<file path="src/logic/ddc_cfg_defs.svh">
// Register offsets, field positions, reset values and codes for the DDC config bank
`ifndef DDC_CFG_DEFS_SVH
`define DDC_CFG_DEFS_SVH

// ****************************************************************
// Register offsets
// ****************************************************************
`define OFS_DDC_CONTROL 12'h350
`define OFS_INPUT_ROUTE_AND_RATE 12'h351
`define OFS_OSC_CHANNEL_CONTROL 12'h354

// ****************************************************************
// Field positions
// ****************************************************************
`define DECIM_SEL_LSB 0
`define DECIM_SEL_MSB 2
`define C2R_BIT 3
`define I_ROUTE_BIT 0
`define Q_ROUTE_BIT 2
`define EXT_RATE_LSB 4
`define EXT_RATE_MSB 7
`define CHAN_SEL_LSB 0
`define CHAN_SEL_MSB 3
`define CHAN_MODE_LSB 4
`define CHAN_MODE_MSB 7

// Writable bit masks; all other bits are reserved
`define CONTROL_WMASK 8'h0f
`define ROUTE_WMASK 8'hf5
`define OSC_WMASK 8'hff

// ****************************************************************
// Reset values
// ****************************************************************
`define RST_CONTROL 8'h00
`define RST_ROUTE 8'h00
`define RST_OSC 8'h00
`define RST_COUNT 4'h0

// ****************************************************************
// Selector and rate codes
// ****************************************************************
`define DECIM_SEL_EXT 3'h7
`define EXT_RATE_THIRD_HALF4 4'h0
`define EXT_RATE_FIFTH_HALF1 4'h2
`define EXT_RATE_FIFTH_HALF2 4'h3
`define EXT_RATE_FIFTH_HALF3 4'h4

`endif

</file>
<file path="src/logic/ddc_cfg_pkg.sv">
// Types shared by the DDC configuration bank
package ddc_cfg_pkg;

  typedef enum logic [3:0] {
    MODE_REGMAP = 4'h0,
    MODE_PIN_LEVEL = 4'h1,
    MODE_EDGE_A = 4'h8,
    MODE_EDGE_B = 4'ha
  } chan_mode_e;

  typedef logic [5:0] decim_t;
  typedef logic [3:0] chan_t;

endpackage : ddc_cfg_pkg

</file>
<file path="src/logic/pin_edge_sync.sv">
// Two-flop synchroniser with rising-edge detect for one general purpose pin
`timescale 1ns/1ps
module pin_edge_sync (
  input wire logic clk,
  input wire logic rst_n,
  input wire logic pin,
  output logic level,
  output logic rise
);

  logic meta_r;
  logic sync_r;
  logic last_r;

  // First stage feeds only the second stage
  always_ff @(posedge clk or negedge rst_n) begin
    if (!rst_n) begin
      meta_r <= 1'b0;
      sync_r <= 1'b0;
      last_r <= 1'b0;
    end else begin
      meta_r <= pin;
      sync_r <= meta_r;
      last_r <= sync_r;
    end
  end

  assign level = sync_r;
  assign rise = sync_r & ~last_r;

endmodule : pin_edge_sync

</file>
<file path="src/logic/ddc_filter_input_nco_select.sv">
// Second DDC channel: filter chain decode, input routing and oscillator channel select
//
// Function
// Selector 101: halfband one, two and third-order stage; decimate 6 or 12.
// Selector 110: halfband one to three and third-order stage; decimate 12 or 24.
// Selector 111: chain and factor come from the extended rate field.
// Extended rate field ignored unless selector is all ones.
// Extended code 0: third-order plus halfband four to one; 48 off, 24 on.
// Fifth-order codes 2, 3, 4 add halfbands; factors 10/5, 20/10, 40/20.
// Route bit 2 chooses Q input: 0 channel A, 1 channel B.
// Route bit 0 chooses I input: 0 channel A, 1 channel B.
// Mode 0: register map channel field is the oscillator channel.
// Mode 1: channel is zeros, pin B bit 0, pin A bit 0.
// Mode 1000: counter advances on pin A rising edge, drives channel.
// Mode 1010: counter advances on pin B rising edge, drives channel.
// Edge modes: counter wraps to zero after reaching channel field value.
// Channel field value picks oscillator channel 0 through 11 directly.
// Codes 12 through 15 select channels 12 through 15.
// Reserved bits read zero; writes to them are dropped.
// Reset clears all fields and the channel counter.
// Pins are synchronised before edge detection; one advance per edge.
`timescale 1ns/1ps
`include "ddc_cfg_defs.svh"
module ddc_filter_input_nco_select import ddc_cfg_pkg::*; #(
  parameter int ADDR_W = 12
) (
  input wire logic CORE_CLK,
  input wire logic RESETN,
  input wire logic [ADDR_W-1:0] REG_ADDR,
  input wire logic [7:0] REG_WDATA,
  input wire logic REG_WR,
  output logic [7:0] REG_RDATA,
  input wire logic PIN_A_BIT0,
  input wire logic PIN_B_BIT0,
  output logic HALFBAND_STAGE_ONE,
  output logic HALFBAND_STAGE_TWO,
  output logic HALFBAND_STAGE_THREE,
  output logic HALFBAND_STAGE_FOUR,
  output logic THIRD_ORDER_STAGE,
  output logic FIFTH_ORDER_STAGE,
  output logic [5:0] DECIM_FACTOR,
  output logic DECIM_INVALID,
  output logic I_FROM_CHAN_B,
  output logic Q_FROM_CHAN_B,
  output logic [3:0] OSC_CHANNEL
);

  // ****************************************************************
  // Elaboration checks
  // ****************************************************************
  if (ADDR_W < 10 || ADDR_W > 12) begin : g_addr_w_check
    $error("ADDR_W must be 10 to 12 to reach the register offsets");
  end

  // ****************************************************************
  // Register file
  // ****************************************************************
  logic [7:0] control_r;
  logic [7:0] route_r;
  logic [7:0] osc_r;
  logic [11:0] addr_full;
  logic hit_control;
  logic hit_route;
  logic hit_osc;

  assign addr_full = 12'(REG_ADDR);
  assign hit_control = (addr_full == `OFS_DDC_CONTROL);
  assign hit_route = (addr_full == `OFS_INPUT_ROUTE_AND_RATE);
  assign hit_osc = (addr_full == `OFS_OSC_CHANNEL_CONTROL);

  always_ff @(posedge CORE_CLK or negedge RESETN) begin
    if (!RESETN) begin
      control_r <= `RST_CONTROL;
      route_r <= `RST_ROUTE;
      osc_r <= `RST_OSC;
    end else if (REG_WR) begin
      if (hit_control) begin
        control_r <= REG_WDATA & `CONTROL_WMASK;
      end else if (hit_route) begin
        route_r <= REG_WDATA & `ROUTE_WMASK;
      end else if (hit_osc) begin
        osc_r <= REG_WDATA & `OSC_WMASK;
      end
    end
  end

  // Registered read port: data one cycle after the address, zero off-map
  always_ff @(posedge CORE_CLK or negedge RESETN) begin
    if (!RESETN) begin
      REG_RDATA <= 8'h00;
    end else if (hit_control) begin
      REG_RDATA <= control_r;
    end else if (hit_route) begin
      REG_RDATA <= route_r;
    end else if (hit_osc) begin
      REG_RDATA <= osc_r;
    end else begin
      REG_RDATA <= 8'h00;
    end
  end

  // ****************************************************************
  // Field extraction
  // ****************************************************************
  logic [2:0] decim_sel;
  logic c2r_on;
  logic [3:0] ext_rate;
  chan_t chan_field;
  chan_mode_e chan_mode;

  assign decim_sel = control_r[`DECIM_SEL_MSB:`DECIM_SEL_LSB];
  assign c2r_on = control_r[`C2R_BIT];
  assign ext_rate = route_r[`EXT_RATE_MSB:`EXT_RATE_LSB];
  assign chan_field = osc_r[`CHAN_SEL_MSB:`CHAN_SEL_LSB];
  assign chan_mode = chan_mode_e'(osc_r[`CHAN_MODE_MSB:`CHAN_MODE_LSB]);

  // ****************************************************************
  // Filter chain decode
  // ****************************************************************
  logic stage_one_nxt;
  logic stage_two_nxt;
  logic stage_three_nxt;
  logic stage_four_nxt;
  logic tb_nxt;
  logic fb_nxt;
  decim_t base_nxt;
  decim_t factor_nxt;
  logic invalid_nxt;
  logic base_is_real;

  always_comb begin
    stage_one_nxt = 1'b0;
    stage_two_nxt = 1'b0;
    stage_three_nxt = 1'b0;
    stage_four_nxt = 1'b0;
    tb_nxt = 1'b0;
    fb_nxt = 1'b0;
    base_nxt = 6'h00;
    invalid_nxt = 1'b0;
    // Factors below are for complex-to-real on; doubled when off
    case (decim_sel)
      3'h0: begin
        stage_one_nxt = 1'b1;
        stage_two_nxt = 1'b1;
        base_nxt = 6'h02;
      end
      3'h1: begin
        stage_one_nxt = 1'b1;
        stage_two_nxt = 1'b1;
        stage_three_nxt = 1'b1;
        base_nxt = 6'h04;
      end
      3'h2: begin
        stage_one_nxt = 1'b1;
        stage_two_nxt = 1'b1;
        stage_three_nxt = 1'b1;
        stage_four_nxt = 1'b1;
        base_nxt = 6'h08;
      end
      3'h3: begin
        stage_one_nxt = 1'b1;
        base_nxt = 6'h01;
      end
      3'h4: begin
        stage_one_nxt = 1'b1;
        tb_nxt = 1'b1;
        base_nxt = 6'h03;
      end
      3'h5: begin
        stage_one_nxt = 1'b1;
        stage_two_nxt = 1'b1;
        tb_nxt = 1'b1;
        base_nxt = 6'h06;
      end
      3'h6: begin
        stage_one_nxt = 1'b1;
        stage_two_nxt = 1'b1;
        stage_three_nxt = 1'b1;
        tb_nxt = 1'b1;
        base_nxt = 6'h0c;
      end
      default: begin
        // Extended field only consulted here
        case (ext_rate)
          `EXT_RATE_THIRD_HALF4: begin
            tb_nxt = 1'b1;
            stage_four_nxt = 1'b1;
            stage_three_nxt = 1'b1;
            stage_two_nxt = 1'b1;
            stage_one_nxt = 1'b1;
            base_nxt = 6'h18;
          end
          `EXT_RATE_FIFTH_HALF1: begin
            fb_nxt = 1'b1;
            stage_one_nxt = 1'b1;
            base_nxt = 6'h05;
          end
          `EXT_RATE_FIFTH_HALF2: begin
            fb_nxt = 1'b1;
            stage_two_nxt = 1'b1;
            stage_one_nxt = 1'b1;
            base_nxt = 6'h0a;
          end
          `EXT_RATE_FIFTH_HALF3: begin
            fb_nxt = 1'b1;
            stage_three_nxt = 1'b1;
            stage_two_nxt = 1'b1;
            stage_one_nxt = 1'b1;
            base_nxt = 6'h14;
          end
          default: begin
            // Undefined code: all stages idle rather than guess a chain
            invalid_nxt = 1'b1;
          end
        endcase
      end
    endcase
  end

  // Complex output needs twice the decimation of the real output
  assign base_is_real = c2r_on;
  assign factor_nxt = base_is_real ? base_nxt : decim_t'({base_nxt[4:0], 1'b0});

  always_ff @(posedge CORE_CLK or negedge RESETN) begin
    if (!RESETN) begin
      HALFBAND_STAGE_ONE <= 1'b0;
      HALFBAND_STAGE_TWO <= 1'b0;
      HALFBAND_STAGE_THREE <= 1'b0;
      HALFBAND_STAGE_FOUR <= 1'b0;
      THIRD_ORDER_STAGE <= 1'b0;
      FIFTH_ORDER_STAGE <= 1'b0;
      DECIM_FACTOR <= 6'h00;
      DECIM_INVALID <= 1'b0;
    end else begin
      HALFBAND_STAGE_ONE <= stage_one_nxt;
      HALFBAND_STAGE_TWO <= stage_two_nxt;
      HALFBAND_STAGE_THREE <= stage_three_nxt;
      HALFBAND_STAGE_FOUR <= stage_four_nxt;
      THIRD_ORDER_STAGE <= tb_nxt;
      FIFTH_ORDER_STAGE <= fb_nxt;
      DECIM_FACTOR <= factor_nxt;
      DECIM_INVALID <= invalid_nxt;
    end
  end

  // ****************************************************************
  // Input routing
  // ****************************************************************
  always_ff @(posedge CORE_CLK or negedge RESETN) begin
    if (!RESETN) begin
      I_FROM_CHAN_B <= 1'b0;
      Q_FROM_CHAN_B <= 1'b0;
    end else begin
      I_FROM_CHAN_B <= route_r[`I_ROUTE_BIT];
      Q_FROM_CHAN_B <= route_r[`Q_ROUTE_BIT];
    end
  end

  // ****************************************************************
  // Pin synchronisers
  // ****************************************************************
  logic pin_a_level;
  logic pin_a_rise;
  logic pin_b_level;
  logic pin_b_rise;

  // Pins may be asynchronous in practice; edges taken after two flops
  pin_edge_sync u_sync_a (
    .clk(CORE_CLK),
    .rst_n(RESETN),
    .pin(PIN_A_BIT0),
    .level(pin_a_level),
    .rise(pin_a_rise)
  );

  pin_edge_sync u_sync_b (
    .clk(CORE_CLK),
    .rst_n(RESETN),
    .pin(PIN_B_BIT0),
    .level(pin_b_level),
    .rise(pin_b_rise)
  );

  // ****************************************************************
  // Edge-driven channel counter
  // ****************************************************************
  chan_t count_r;
  chan_t count_nxt;
  logic count_step;

  always_comb begin
    case (chan_mode)
      MODE_EDGE_A: count_step = pin_a_rise;
      MODE_EDGE_B: count_step = pin_b_rise;
      default: count_step = 1'b0;
    endcase
  end

  // Wraps at or beyond the limit so a lowered limit cannot strand the count
  assign count_nxt = (count_r >= chan_field) ? `RST_COUNT : chan_t'(count_r + 4'h1);

  always_ff @(posedge CORE_CLK or negedge RESETN) begin
    if (!RESETN) begin
      count_r <= `RST_COUNT;
    end else if (count_step) begin
      count_r <= count_nxt;
    end
  end

  // ****************************************************************
  // Oscillator channel select
  // ****************************************************************
  chan_t chan_nxt;

  always_comb begin
    case (chan_mode)
      MODE_REGMAP: chan_nxt = chan_field;
      MODE_PIN_LEVEL: chan_nxt = {2'b00, pin_b_level, pin_a_level};
      MODE_EDGE_A: chan_nxt = count_r;
      MODE_EDGE_B: chan_nxt = count_r;
      // Undefined modes fall back to the register map field
      default: chan_nxt = chan_field;
    endcase
  end

  always_ff @(posedge CORE_CLK or negedge RESETN) begin
    if (!RESETN) begin
      OSC_CHANNEL <= 4'h0;
    end else begin
      OSC_CHANNEL <= chan_nxt;
    end
  end

endmodule : ddc_filter_input_nco_select

</file>
<file path="config.mk">
export PLATFORM = sky130hd
export DESIGN_NAME = ddc_filter_input_nco_select
export DESIGN_NICKNAME = d
export VERILOG_FILES = /design/src/logic/ddc_cfg_pkg.sv /design/src/logic/pin_edge_sync.sv /design/src/logic/ddc_filter_input_nco_select.sv
export VERILOG_INCLUDE_DIRS = /design/src /design/src/logic
export SDC_FILE = /design/constraint.sdc
export NUM_CORES = 1
export LEC_CHECK = 0
export CAP_MARGIN = 5
export CORE_UTILIZATION = 49
export CTS_CLUSTER_DIAMETER = 100
export DETAILED_ROUTE_END_ITERATION = 16
export DONT_BUFFER_PORTS = 1
export HOLD_SLACK_MARGIN = 0.12
export PLACE_DENSITY = 0.62
export REMOVE_ABC_BUFFERS = 1
export SYNTH_ARGS = -nofsm -noshare
export SYNTH_HDL_FRONTEND = slang
export SYNTH_HIERARCHICAL = 1
export SYNTH_SLANG_ARGS = --single-unit
</file>
<file path="constraint.sdc">
create_clock -name CORE_CLK -period 2.34 [get_ports CORE_CLK]
set_clock_uncertainty 0.2 [all_clocks]
set_input_delay 0.234 -clock CORE_CLK [delete_from_list [all_inputs] [get_ports CORE_CLK]]
set_output_delay 0.234 -clock CORE_CLK [all_outputs]
set_load 0.02 [all_outputs]
</file>
==> reports/qor.yml, run 1 <==
run_status:
  status: "completed"
power_and_ir_drop:
  p_leak_uw: 0.00127
  ir_drop_mv: 0.349
  internal_power_uw: 1310
  total_power_uw: 1620
  clock_power_share_pct: 36.1
  p_per_area_mw_per_mm2: 574
  combPwrFrac_pct: 4.4
  p_sw_share_pct: 19.5
  seqPwrFrac_pct: 59.5
  power_switching_uw: 317
layout:
  antenna-diode-count: 0
  final_common_cell: "dfrtp_1"
  nNetsFinal: 259
  syn2layout_area_growth_pct: 15.2
  layout_common_cells: "55 x dfrtp_1, 21 x nor2_1, 15 x dlygate4sd3_1"
  final_cell_area_sq_mm: 0.00283
  drive_gt1_share_pct: 17.5
critical_path:
  worst_setup_path_end_kind: "flop"
  slowest_stage: "dlygate4sd3_1"
  critPathLaunchType: "input pin"
  crit_type: "input pin to flop"
  cp_max_fo: 8
  cp_cell_sequence: "dlygate4sd3_1 -> nor2b_1 -> nor3b_4 -> mux2_2"
  crit_required_ps: 2330
  arrival_ps: 2090
  max_stage_delay_ps: 610
yosys:
  synthFlopType: "dfrtp_1"
  ys_ff_latch: 55
  yosysSeqAreaShare_pct: 56.1
  synthCells: 209
  syn_area_per_cell_sq_um: 11.7
  synth-edff-count: 0
  syn_area_sq_mm: 0.00245
  netlist.area_leader.share_pct: 56.1
  ys_warn_count: 6
  synthArstFlopShare_pct: 100
  synth_top_area_cell: "dfrtp_1"
  yosys-top-cells-area: "dfrtp_1 56%, mux2_2 6.4%, nor2_1 3.2%"
  synthDistinctLibCells: 44
place:
  dpl.hpwl_mm: 3.33
  place_congestion: 0.816
  portBuffers: 0
  dpl-instance-area_sq_mm: 0.00254
global_route:
  globalRouteTotalUtil_pct: 20.2
  grt_max_degree: 56
  grt_pass1_wl_mm: 8.06
  grt-ovfl-total: 0
  antenna_found_initial: 0
  grt_pass1_vias: 1672
sta:
  period_minus_slack_ps: 2100
  tightest_slew_ps: 463
  slew_violations: 0
  finalCritPeriodShare_pct: 90.0
  hold-worst-slack_ps: 118
  rsz0062_at_grt: "no"
  max_slew_margin_pct: 69.1
  tns_ps: 0
  setup_viol: 0
  fmaxAchievable_ghz: 0.475
  hold_violations: 0
routing:
  vias: 1645
  antenna_left: 0
  routed_via_density: 5.56
  firstDrtPassIters: 4
  wl_per_cell_um: 15.7
  totalWireLength_mm: 4.66
  drt-initial-drc-count: 86
  drc: 0
clock_tree:
  htreeDepth: 2
  insertion_delay_ps: 300
  cts.clk_slew.worst_paths_ps: 90
  cts_buffers: 5
  cts_root_buffer: "clkbuf_8"
  numClockSinks: 55
  cts_tree: "yes"
  clock_path_buffers: 2
flow_run:
  maxCapViolCount: 0
die:
  core_sq_mm: 0.00479
  pin_count: 52
  rows: 25
  die_h_um: 72.8
  start_util_pct: 51.3
  dieArea_sq_mm: 0.00530
  chipWidth_um: 72.8
worst_hold_path:
  min_path_type: "input pin to flop"
final timing paths:
kind | from | end | slack, ps | depth (start not counted)
hold reg to reg | u_sync_b/meta_r | u_sync_b/level | 150 | 0
setup reg to reg | count_r[0] | count_r[2] | 280 | 6
max in group asynchronous | RESETN | u_sync_b/last_r | 1460 | 2
setup / recovery | REG_ADDR[0] | osc_r[4] | 240 | 4
hold / removal | REG_ADDR[5] | REG_RDATA[6] | 120 | 3
min in group asynchronous | RESETN | HALFBAND_STAGE_TWO | 250 | 2
layout make-up:
| class | count | area (sq um) |
|---|---|---|
| clock buffer | 6 | 72.6 |
| clock inverter | 1 | 30.0 |
| fill | 402 | 1960 |
| inverter | 10 | 37.5 |
| multi-input combinational | 135 | 1000 |
| sequential | 55 | 1380 |
| tap | 67 | 83.8 |
| timing repair buffer | 22 | 223 |
per-layer routing:
metal	wire length, um	vias to the layer above	part of all wire [%]	GRT usage, %
met5	0	-	0	0
met4	82	0	1.8	7.84
met3	232	9	5.0	4.42
met2	2060	62	44	31.3
met1	2280	799	49	27.9
li1	-	775	-	-
repair_timing:
action                                 CTS  global route
setup endpoints to repair                0             2
setup buffers                            0             0
hold buffers                            16             0
resized for setup                        0             1
endpoints found under the hold margin   83             0
state kept, by name, summed over array words and instances, names as in the netlist, 4 cells and up:
register,flops
DECIM_FACTOR,6
OSC_CHANNEL,4
REG_RDATA,8
control_r,4
count_r,4
osc_r,8
route_r,6
synth_stat cells (2+ instances only):
cell	instances
xnor2_1	2
clkbuf_1	5
a21oi_1	5
nand2_1	13
nand3_1	4
mux2_2	14
mux2i_1	5
o22a_1	2
a22oi_1	5
buf_2	3
dfrtp_1	55
inv_1	10
a211oi_1	2
nor3_1	7
nor2b_1	3
nor3b_4	2
nor2b_4	2
o21a_1	3
nand2b_1	4
mux2_4	4
a31oi_1	3
nor2_1	21
ha_1	5
a22o_1	2
o21ai_0	9
through the flow:
stage	utilization [%]	instances	worst slack (ps)
floorplan	-	200	150
detailed placement	53.1	273	157
global route	59.1	296	114
finish	59.1	296	235
global placement	53.1	273	284
CTS	59.0	296	147
cells by family (layout without fill, tap and decap cells):
group	Yosys count	after routing	synth area share (%)
AO/OA/AOI/OAI	38	38	10.6
XOR/XNOR	2	2	0.714
adder cells (fa/ha/maj)	5	5	2.55
buffers and inverters	19	39	3.21
flip-flops	55	55	56.1
multiplexers	23	23	10.9
AND/OR/NAND/NOR	67	67	16.0
power by group through the flow:
stage | registers (uW) | logic (uW) | clock network, uW
2_1_floorplan | 983 | 19.9 | 0
3_3_place_gp | 985 | 24.1 | 0
3_5_place_dp | 985 | 24.8 | 0
4_1_cts | 966 | 72.9 | 606
5_1_grt | 967 | 79.7 | 638
6_report | 966 | 71.2 | 586
worst max-delay path, delay by kind of cell:
family / cells / cell delay [ps]
buf+inv: 1 / 610
simple gates: 2 / 850
mux: 1 / 390
No activity file was read; power rests on OpenSTA's default activity.
==> run 2: changes to the inputs <==
--- a/config.mk
+++ b/config.mk
@@ -7,12 +7,12 @@
 export NUM_CORES = 1
 export LEC_CHECK = 0
 export CAP_MARGIN = 5
-export CORE_UTILIZATION = 49
+export CORE_UTILIZATION = 55
 export CTS_CLUSTER_DIAMETER = 100
 export DETAILED_ROUTE_END_ITERATION = 16
 export DONT_BUFFER_PORTS = 1
 export HOLD_SLACK_MARGIN = 0.12
-export PLACE_DENSITY = 0.62
+export PLACE_DENSITY = 0.68
 export REMOVE_ABC_BUFFERS = 1
 export SYNTH_ARGS = -nofsm -noshare
 export SYNTH_HDL_FRONTEND = slang
==> reports/qor.yml, run 2 (same netlist as run 1, synthesis figures left out) <==
worst_hold_path:
  min_path_type: "input pin to flop"  # unchanged
clock_tree:
  cts_tree: "yes"  # unchanged
  post-cts-setup-buffers: 0  # unchanged
  insertion_delay_ps: 310  # was 300 ps
  cts_root_buffer: "clkbuf_8"  # unchanged
  clock_path_buffers: 2  # unchanged
  numClockSinks: 55  # unchanged
  cts_buffers: 5  # unchanged
  cts.clk_slew.worst_paths_ps: 90  # about the same
  htreeDepth: 2  # unchanged
layout:
  syn2layout_area_growth_pct: 14.8  # was 15.2%
  drive_gt1_share_pct: 18.2  # was 17.5%
  nNetsFinal: 260  # was 259
  antenna-diode-count: 0  # unchanged
  largest_registers: "REG_RDATA x8, osc_r x8"  # unchanged
  layout_common_cells: "55 x dfrtp_1, 21 x nor2_1, 16 x dlygate4sd3_1"  # was 55 x dfrtp_1, 21 x nor2_1, 15 x dlygate4sd3_1
  final_cells: 281  # was 296
  final_common_cell: "dfrtp_1"  # unchanged
sta:
  period_minus_slack_ps: 2120  # was 2100 ps
  setup_viol: 0  # unchanged
  tns_ps: 0  # unchanged
  hold_violations: 0  # unchanged
  fmaxAchievable_ghz: 0.473  # was 0.475 GHz
  rsz0062_at_grt: "no"  # unchanged
  max_slew_margin_pct: 66.6  # was 69.1%
  tightest_slew_ps: 501  # was 463 ps
  worst_slack_ps: 225  # was 235 ps
  slew_violations: 0  # unchanged
  finalCritPeriodShare_pct: 90.4  # was 90.0%
critical_path:
  critPathLaunchType: "flop"  # was input pin
  cp_max_fo: 4  # was 8
  crit_required_ps: 2350  # was 2330 ps
  r2r_setup_slack_ps: 220  # was 280 ps
  crit_type: "flop to flop"  # was input pin to flop
  arrival_ps: 2130  # was 2090 ps
  worst_setup_path_end_kind: "flop"  # unchanged
flow_run:
  maxCapViolCount: 0  # unchanged
global_route:
  globalRouteTotalUtil_pct: 24.0  # was 20.2%
  grt_max_degree: 56  # unchanged
  grt_pass1_vias: 1663  # was 1,672
  grt_pass1_wl_mm: 8.05  # was 8.06 mm
  grt-ovfl-total: 0  # unchanged
  antenna_found_initial: 0  # unchanged
die:
  die_h_um: 68.8  # was 72.8 um
  start_util_pct: 59.2  # was 51.3%
  pin_count: 52  # unchanged
  core_sq_mm: 0.00414  # was 0.00479 sq mm
  chipWidth_um: 68.8  # was 72.8 um
  dieArea_sq_mm: 0.00473  # was 0.00530 sq mm
  rows: 23  # was 25
place:
  dpl.hpwl_mm: 3.41  # was 3.33 mm
  place_congestion: 0.820  # was 0.816
  portBuffers: 0  # unchanged
  dp_cells: 256  # was 273
  dpl_worst_slack_ps: 71.5  # was 157 ps
routing:
  antenna_left: 0  # unchanged
  vias: 1697  # was 1,645
  routed_via_density: 6.04  # was 5.56
  drc: 0  # unchanged
  wl_per_cell_um: 17.1  # was 15.7 um
  firstDrtPassIters: 4  # unchanged
  totalWireLength_mm: 4.82  # was 4.66 mm
  drt-initial-drc-count: 164  # was 86
power_and_ir_drop:
  p_per_area_mw_per_mm2: 568  # was 574 mW/mm^2
  ir_drop_mv: 0.392  # was 0.349 mV
  p_leak_uw: 0.00127  # about the same
run_status:
  status: "completed"  # unchanged
==> run 2: per-layer routing <==
layer / global-route usage (%) / part of all wire [%] / vias up
li1: - / - / 777
met1: 32.1 / 45 / 850
met2: 37.5 / 47 / 63
met3: 5.26 / 5.6 / 7
met4: 10.7 / 1.7 / 0
met5: 0 / 0 / -
==> run 2: where the power goes <==
group | internal (uW) | switching, uW | total (uW)
Combinational | 35.0 | 36.6 | 71.6
Sequential | 958 | 8.08 | 966
Clock | 269 | 295 | 564
Total | 1260 | 339 | 1600
==> run 2: critical path: stages, from the launching register on <==
cell and delay, ps:
dfrtp_1 400, inv_1 90, ha_1 270, nand2b_1 160, a2111oi_2 500, nor2_1 140, o311ai_1 250
==> run 2: final timing paths <==
path | startpoint | to | cells past startpoint
setup / recovery | count_r[0] | count_r[2] | 6
hold / removal | REG_ADDR[2] | REG_RDATA[0] | 4
setup reg to reg | count_r[0] | count_r[2] | 6
hold reg to reg | u_sync_a/meta_r | u_sync_a/level | 0
max in group asynchronous | RESETN | OSC_CHANNEL[1] | 2
min in group asynchronous | RESETN | control_r[1] | 2
==> run 2: area by class of cell <==
type / instances / area, sq um
Clock inverter: 1 / 7.51
Multi-Input combinational cell: 135 / 1000
Inverter: 10 / 37.5
Tap cell: 50 / 62.6
Timing Repair Buffer: 23 / 233
Fill cell: 331 / 1330
Sequential cell: 55 / 1380
Clock buffer: 7 / 96.3
==> run 2: what timing repair did <==
| action | in CTS | in global routing |
|---|---|---|
| gates resized for setup | 0 | 1 |
| endpoints found under the setup margin | 0 | 1 |
| hold endpoints to repair | 83 | 0 |
| hold buffers | 17 | 0 |
==> run 2: metrics by stage <==
stage	cell area [sq um]	utilization (%)	total power, uW	hold slack [ps]
6_report	2820	68.0	1600	124
5_1_grt	2820	68.0	1670	160
4_1_cts	2810	67.9	1610	123
3_5_place_dp	2520	60.8	1010	-261
3_3_place_gp	2520	60.8	1010	-261
2_1_floorplan	2410	-	1000	-262
==> run 3: changes to the inputs <==
--- a/config.mk
+++ b/config.mk
@@ -6,13 +6,16 @@
 export SDC_FILE = /design/constraint.sdc
 export NUM_CORES = 1
 export LEC_CHECK = 0
+export ABC_CLOCK_PERIOD_IN_PS = 2340
 export CAP_MARGIN = 5
-export CORE_UTILIZATION = 55
+export CELL_PAD_IN_SITES_DETAIL_PLACEMENT = 1
+export CELL_PAD_IN_SITES_GLOBAL_PLACEMENT = 2
+export CORE_UTILIZATION = 40
 export CTS_CLUSTER_DIAMETER = 100
 export DETAILED_ROUTE_END_ITERATION = 16
 export DONT_BUFFER_PORTS = 1
 export HOLD_SLACK_MARGIN = 0.12
-export PLACE_DENSITY = 0.68
+export PLACE_DENSITY = 0.75
 export REMOVE_ABC_BUFFERS = 1
 export SYNTH_ARGS = -nofsm -noshare
 export SYNTH_HDL_FRONTEND = slang
==> reports/qor.yml, run 3 (same netlist as run 1, synthesis figures left out) <==
run_status:
  status: "completed"  # unchanged
place:
  dpl.hpwl_mm: 3.83  # was 3.41 mm
  place_congestion: 0.769  # was 0.820
  dp_cells: 281  # was 256
  dpl-instance-area_sq_mm: 0.00255  # was 0.00252 sq mm
  portBuffers: 0  # unchanged
  dpl_worst_slack_ps: 125  # was 71.5 ps
global_route:
  antenna_found_initial: 0  # unchanged
  grt_pass1_vias: 1768  # was 1,663
  grt_max_degree: 56  # unchanged
  grt_pass1_wl_mm: 8.85  # was 8.05 mm
  grt-ovfl-total: 0  # unchanged
  globalRouteTotalUtil_pct: 18.2  # was 24.0%
clock_tree:
  numClockSinks: 55  # unchanged
  cts_tree: "yes"  # unchanged
  htreeDepth: 2  # unchanged
  cts.clk_slew.worst_paths_ps: 90  # about the same
  insertion_delay_ps: 310  # about the same
  cts_root_buffer: "clkbuf_8"  # unchanged
  cts_buffers: 5  # unchanged
  clock_path_buffers: 2  # unchanged
sta:
  hold_violations: 0  # unchanged
  fmaxAchievable_ghz: 0.478  # was 0.473 GHz
  worst_slack_ps: 247  # was 225 ps
  max_slew_margin_pct: 67.8  # was 66.6%
  slew_violations: 0  # unchanged
  rsz0062_at_grt: "no"  # unchanged
  finalCritPeriodShare_pct: 89.5  # was 90.4%
  period_minus_slack_ps: 2090  # was 2120 ps
  setup_viol: 0  # unchanged
  tightest_slew_ps: 484  # was 501 ps
  tns_ps: 0  # unchanged
critical_path:
  critPathLaunchType: "flop"  # unchanged
  crit_required_ps: 2340  # was 2350 ps
  cp_cell_sequence: "inv_1 -> ha_1 -> nand2b_1 -> a2111oi_2 -> nor2_1 -> o311ai_1"  # unchanged
  arrival_ps: 2100  # was 2130 ps
  crit_type: "flop to flop"  # unchanged
  worst_setup_path_end_kind: "flop"  # unchanged
  slowest_stage: "a2111oi_2"  # unchanged
  cp_max_fo: 4  # unchanged
  max_stage_delay_ps: 480  # was 500 ps
power_and_ir_drop:
  power_switching_uw: 352  # was 339 uW
  total_power_uw: 1690  # was 1600 uW
  combPwrFrac_pct: 4.2  # was 4.5%
  ir_drop_mv: 0.274  # was 0.392 mV
  internal_power_uw: 1340  # was 1260 uW
  seqPwrFrac_pct: 57.1  # was 60.3%
  clock_power_share_pct: 38.7  # was 35.2%
  p_leak_uw: 0.00128  # was 0.00127 uW
  p_per_area_mw_per_mm2: 591  # was 568 mW/mm^2
  p_sw_share_pct: 20.8  # was 21.2%
flow_run:
  maxCapViolCount: 0  # unchanged
routing:
  drc: 0  # unchanged
  totalWireLength_mm: 5.31  # was 4.82 mm
  wl_per_cell_um: 17.4  # was 17.1 um
  antenna_left: 0  # unchanged
  vias: 1663  # was 1,697
  firstDrtPassIters: 3  # was 4
  routed_via_density: 5.43  # was 6.04
  drt-initial-drc-count: 76  # was 164
die:
  core_sq_mm: 0.00592  # was 0.00414 sq mm
  start_util_pct: 41.5  # was 59.2%
  rows: 28  # was 23
  chipWidth_um: 80.3  # was 68.8 um
  dieArea_sq_mm: 0.00645  # was 0.00473 sq mm
  pin_count: 52  # unchanged
  die_h_um: 80.3  # was 68.8 um
worst_hold_path:
  min_path_type: "input pin to flop"  # unchanged
layout:
  largest_registers: "REG_RDATA x8, osc_r x8"  # unchanged
  drive_gt1_share_pct: 18.2  # unchanged
  antenna-diode-count: 0  # unchanged
  nNetsFinal: 260  # unchanged
  final_common_cell: "dfrtp_1"  # unchanged
  layout_common_cells: "55 x dfrtp_1, 21 x nor2_1, 16 x dlygate4sd3_1"  # unchanged
  syn2layout_area_growth_pct: 16.6  # was 14.8%
  final_cell_area_sq_mm: 0.00286  # was 0.00282 sq mm
  final_cells: 306  # was 281
  fillers: 640  # was 331
## run 3: changes by cell type in the layout (fill, tap and decap cells not counted), sizes merged
cell | before | now
bufinv | 0 | 1
clkbuf | 7 | 6
clkinv | 0 | 1
clkinvlp | 1 | 0
## run 3: area by class of cell
cell class / instances / area, sq um / share of cell area (%)
Sequential cell: 55 / 1380 / 48.1
Tap cell: 75 / 93.8 / 3.28
Clock inverter: 2 / 35.0 / 1.22
Timing Repair Buffer: 23 / 233 / 8.13
Inverter: 10 / 37.5 / 1.31
Clock buffer: 6 / 82.6 / 2.88
Multi-Input combinational cell: 135 / 1000 / 35.1
## run 3: power groups by stage
stage / sequential (uW) / combinational (uW) / clock (uW)
after floorplan: 983 / 19.9 / 0
after global placement: 985 / 24.2 / 0
after detailed placement: 985 / 25.0 / 0
after CTS: 966 / 73.6 / 678
after global routing: 968 / 80.2 / 708
final: 966 / 71.5 / 654
## run 3: per-stage QoR
stage	utilization (%)	hold WS, ps
3_5_place_dp	43.1	-260
3_3_place_gp	43.1	-260
5_1_grt	48.4	134
6_report	48.4	134
2_1_floorplan	-	-262
4_1_cts	48.3	123
## run 3: worst max-delay path, delay by kind of cell (launching register included)
family	cells	cell delay, ps
compound gates	2	740
fa+ha+maj	1	270
buf+inv	1	90
flops	1	410
simple gates	2	290
## run 3: worst paths after layout
path / start / endpoint / slack (ps) / cells past startpoint
min in group asynchronous: RESETN / DECIM_FACTOR[4] / 230 / 2
min reg2reg: u_sync_a/meta_r / u_sync_a/level / 160 / 0
max reg2reg: count_r[0] / count_r[2] / 250 / 6
min: REG_ADDR[2] / REG_RDATA[0] / 130 / 4
max in group asynchronous: RESETN / count_r[1] / 1480 / 2
max: count_r[0] / count_r[2] / 250 / 6
## run 3: routing by layer
| layer | routed length, um | track usage, % | vias to the layer above |
|---|---|---|---|
| li1 | - | - | 775 |
| met1 | 2550 | 25.7 | 838 |
| met2 | 2480 | 28.2 | 45 |
| met3 | 240 | 4.32 | 5 |
| met4 | 40 | 3.75 | 0 |
| met5 | 0 | 0 | - |
## run 3: timing repair
action	CTS	global route
setup buffers	0	0
endpoints found under the setup margin	0	1
hold buffers	17	0
gates resized for setup	0	1
hold endpoints to repair	83	0
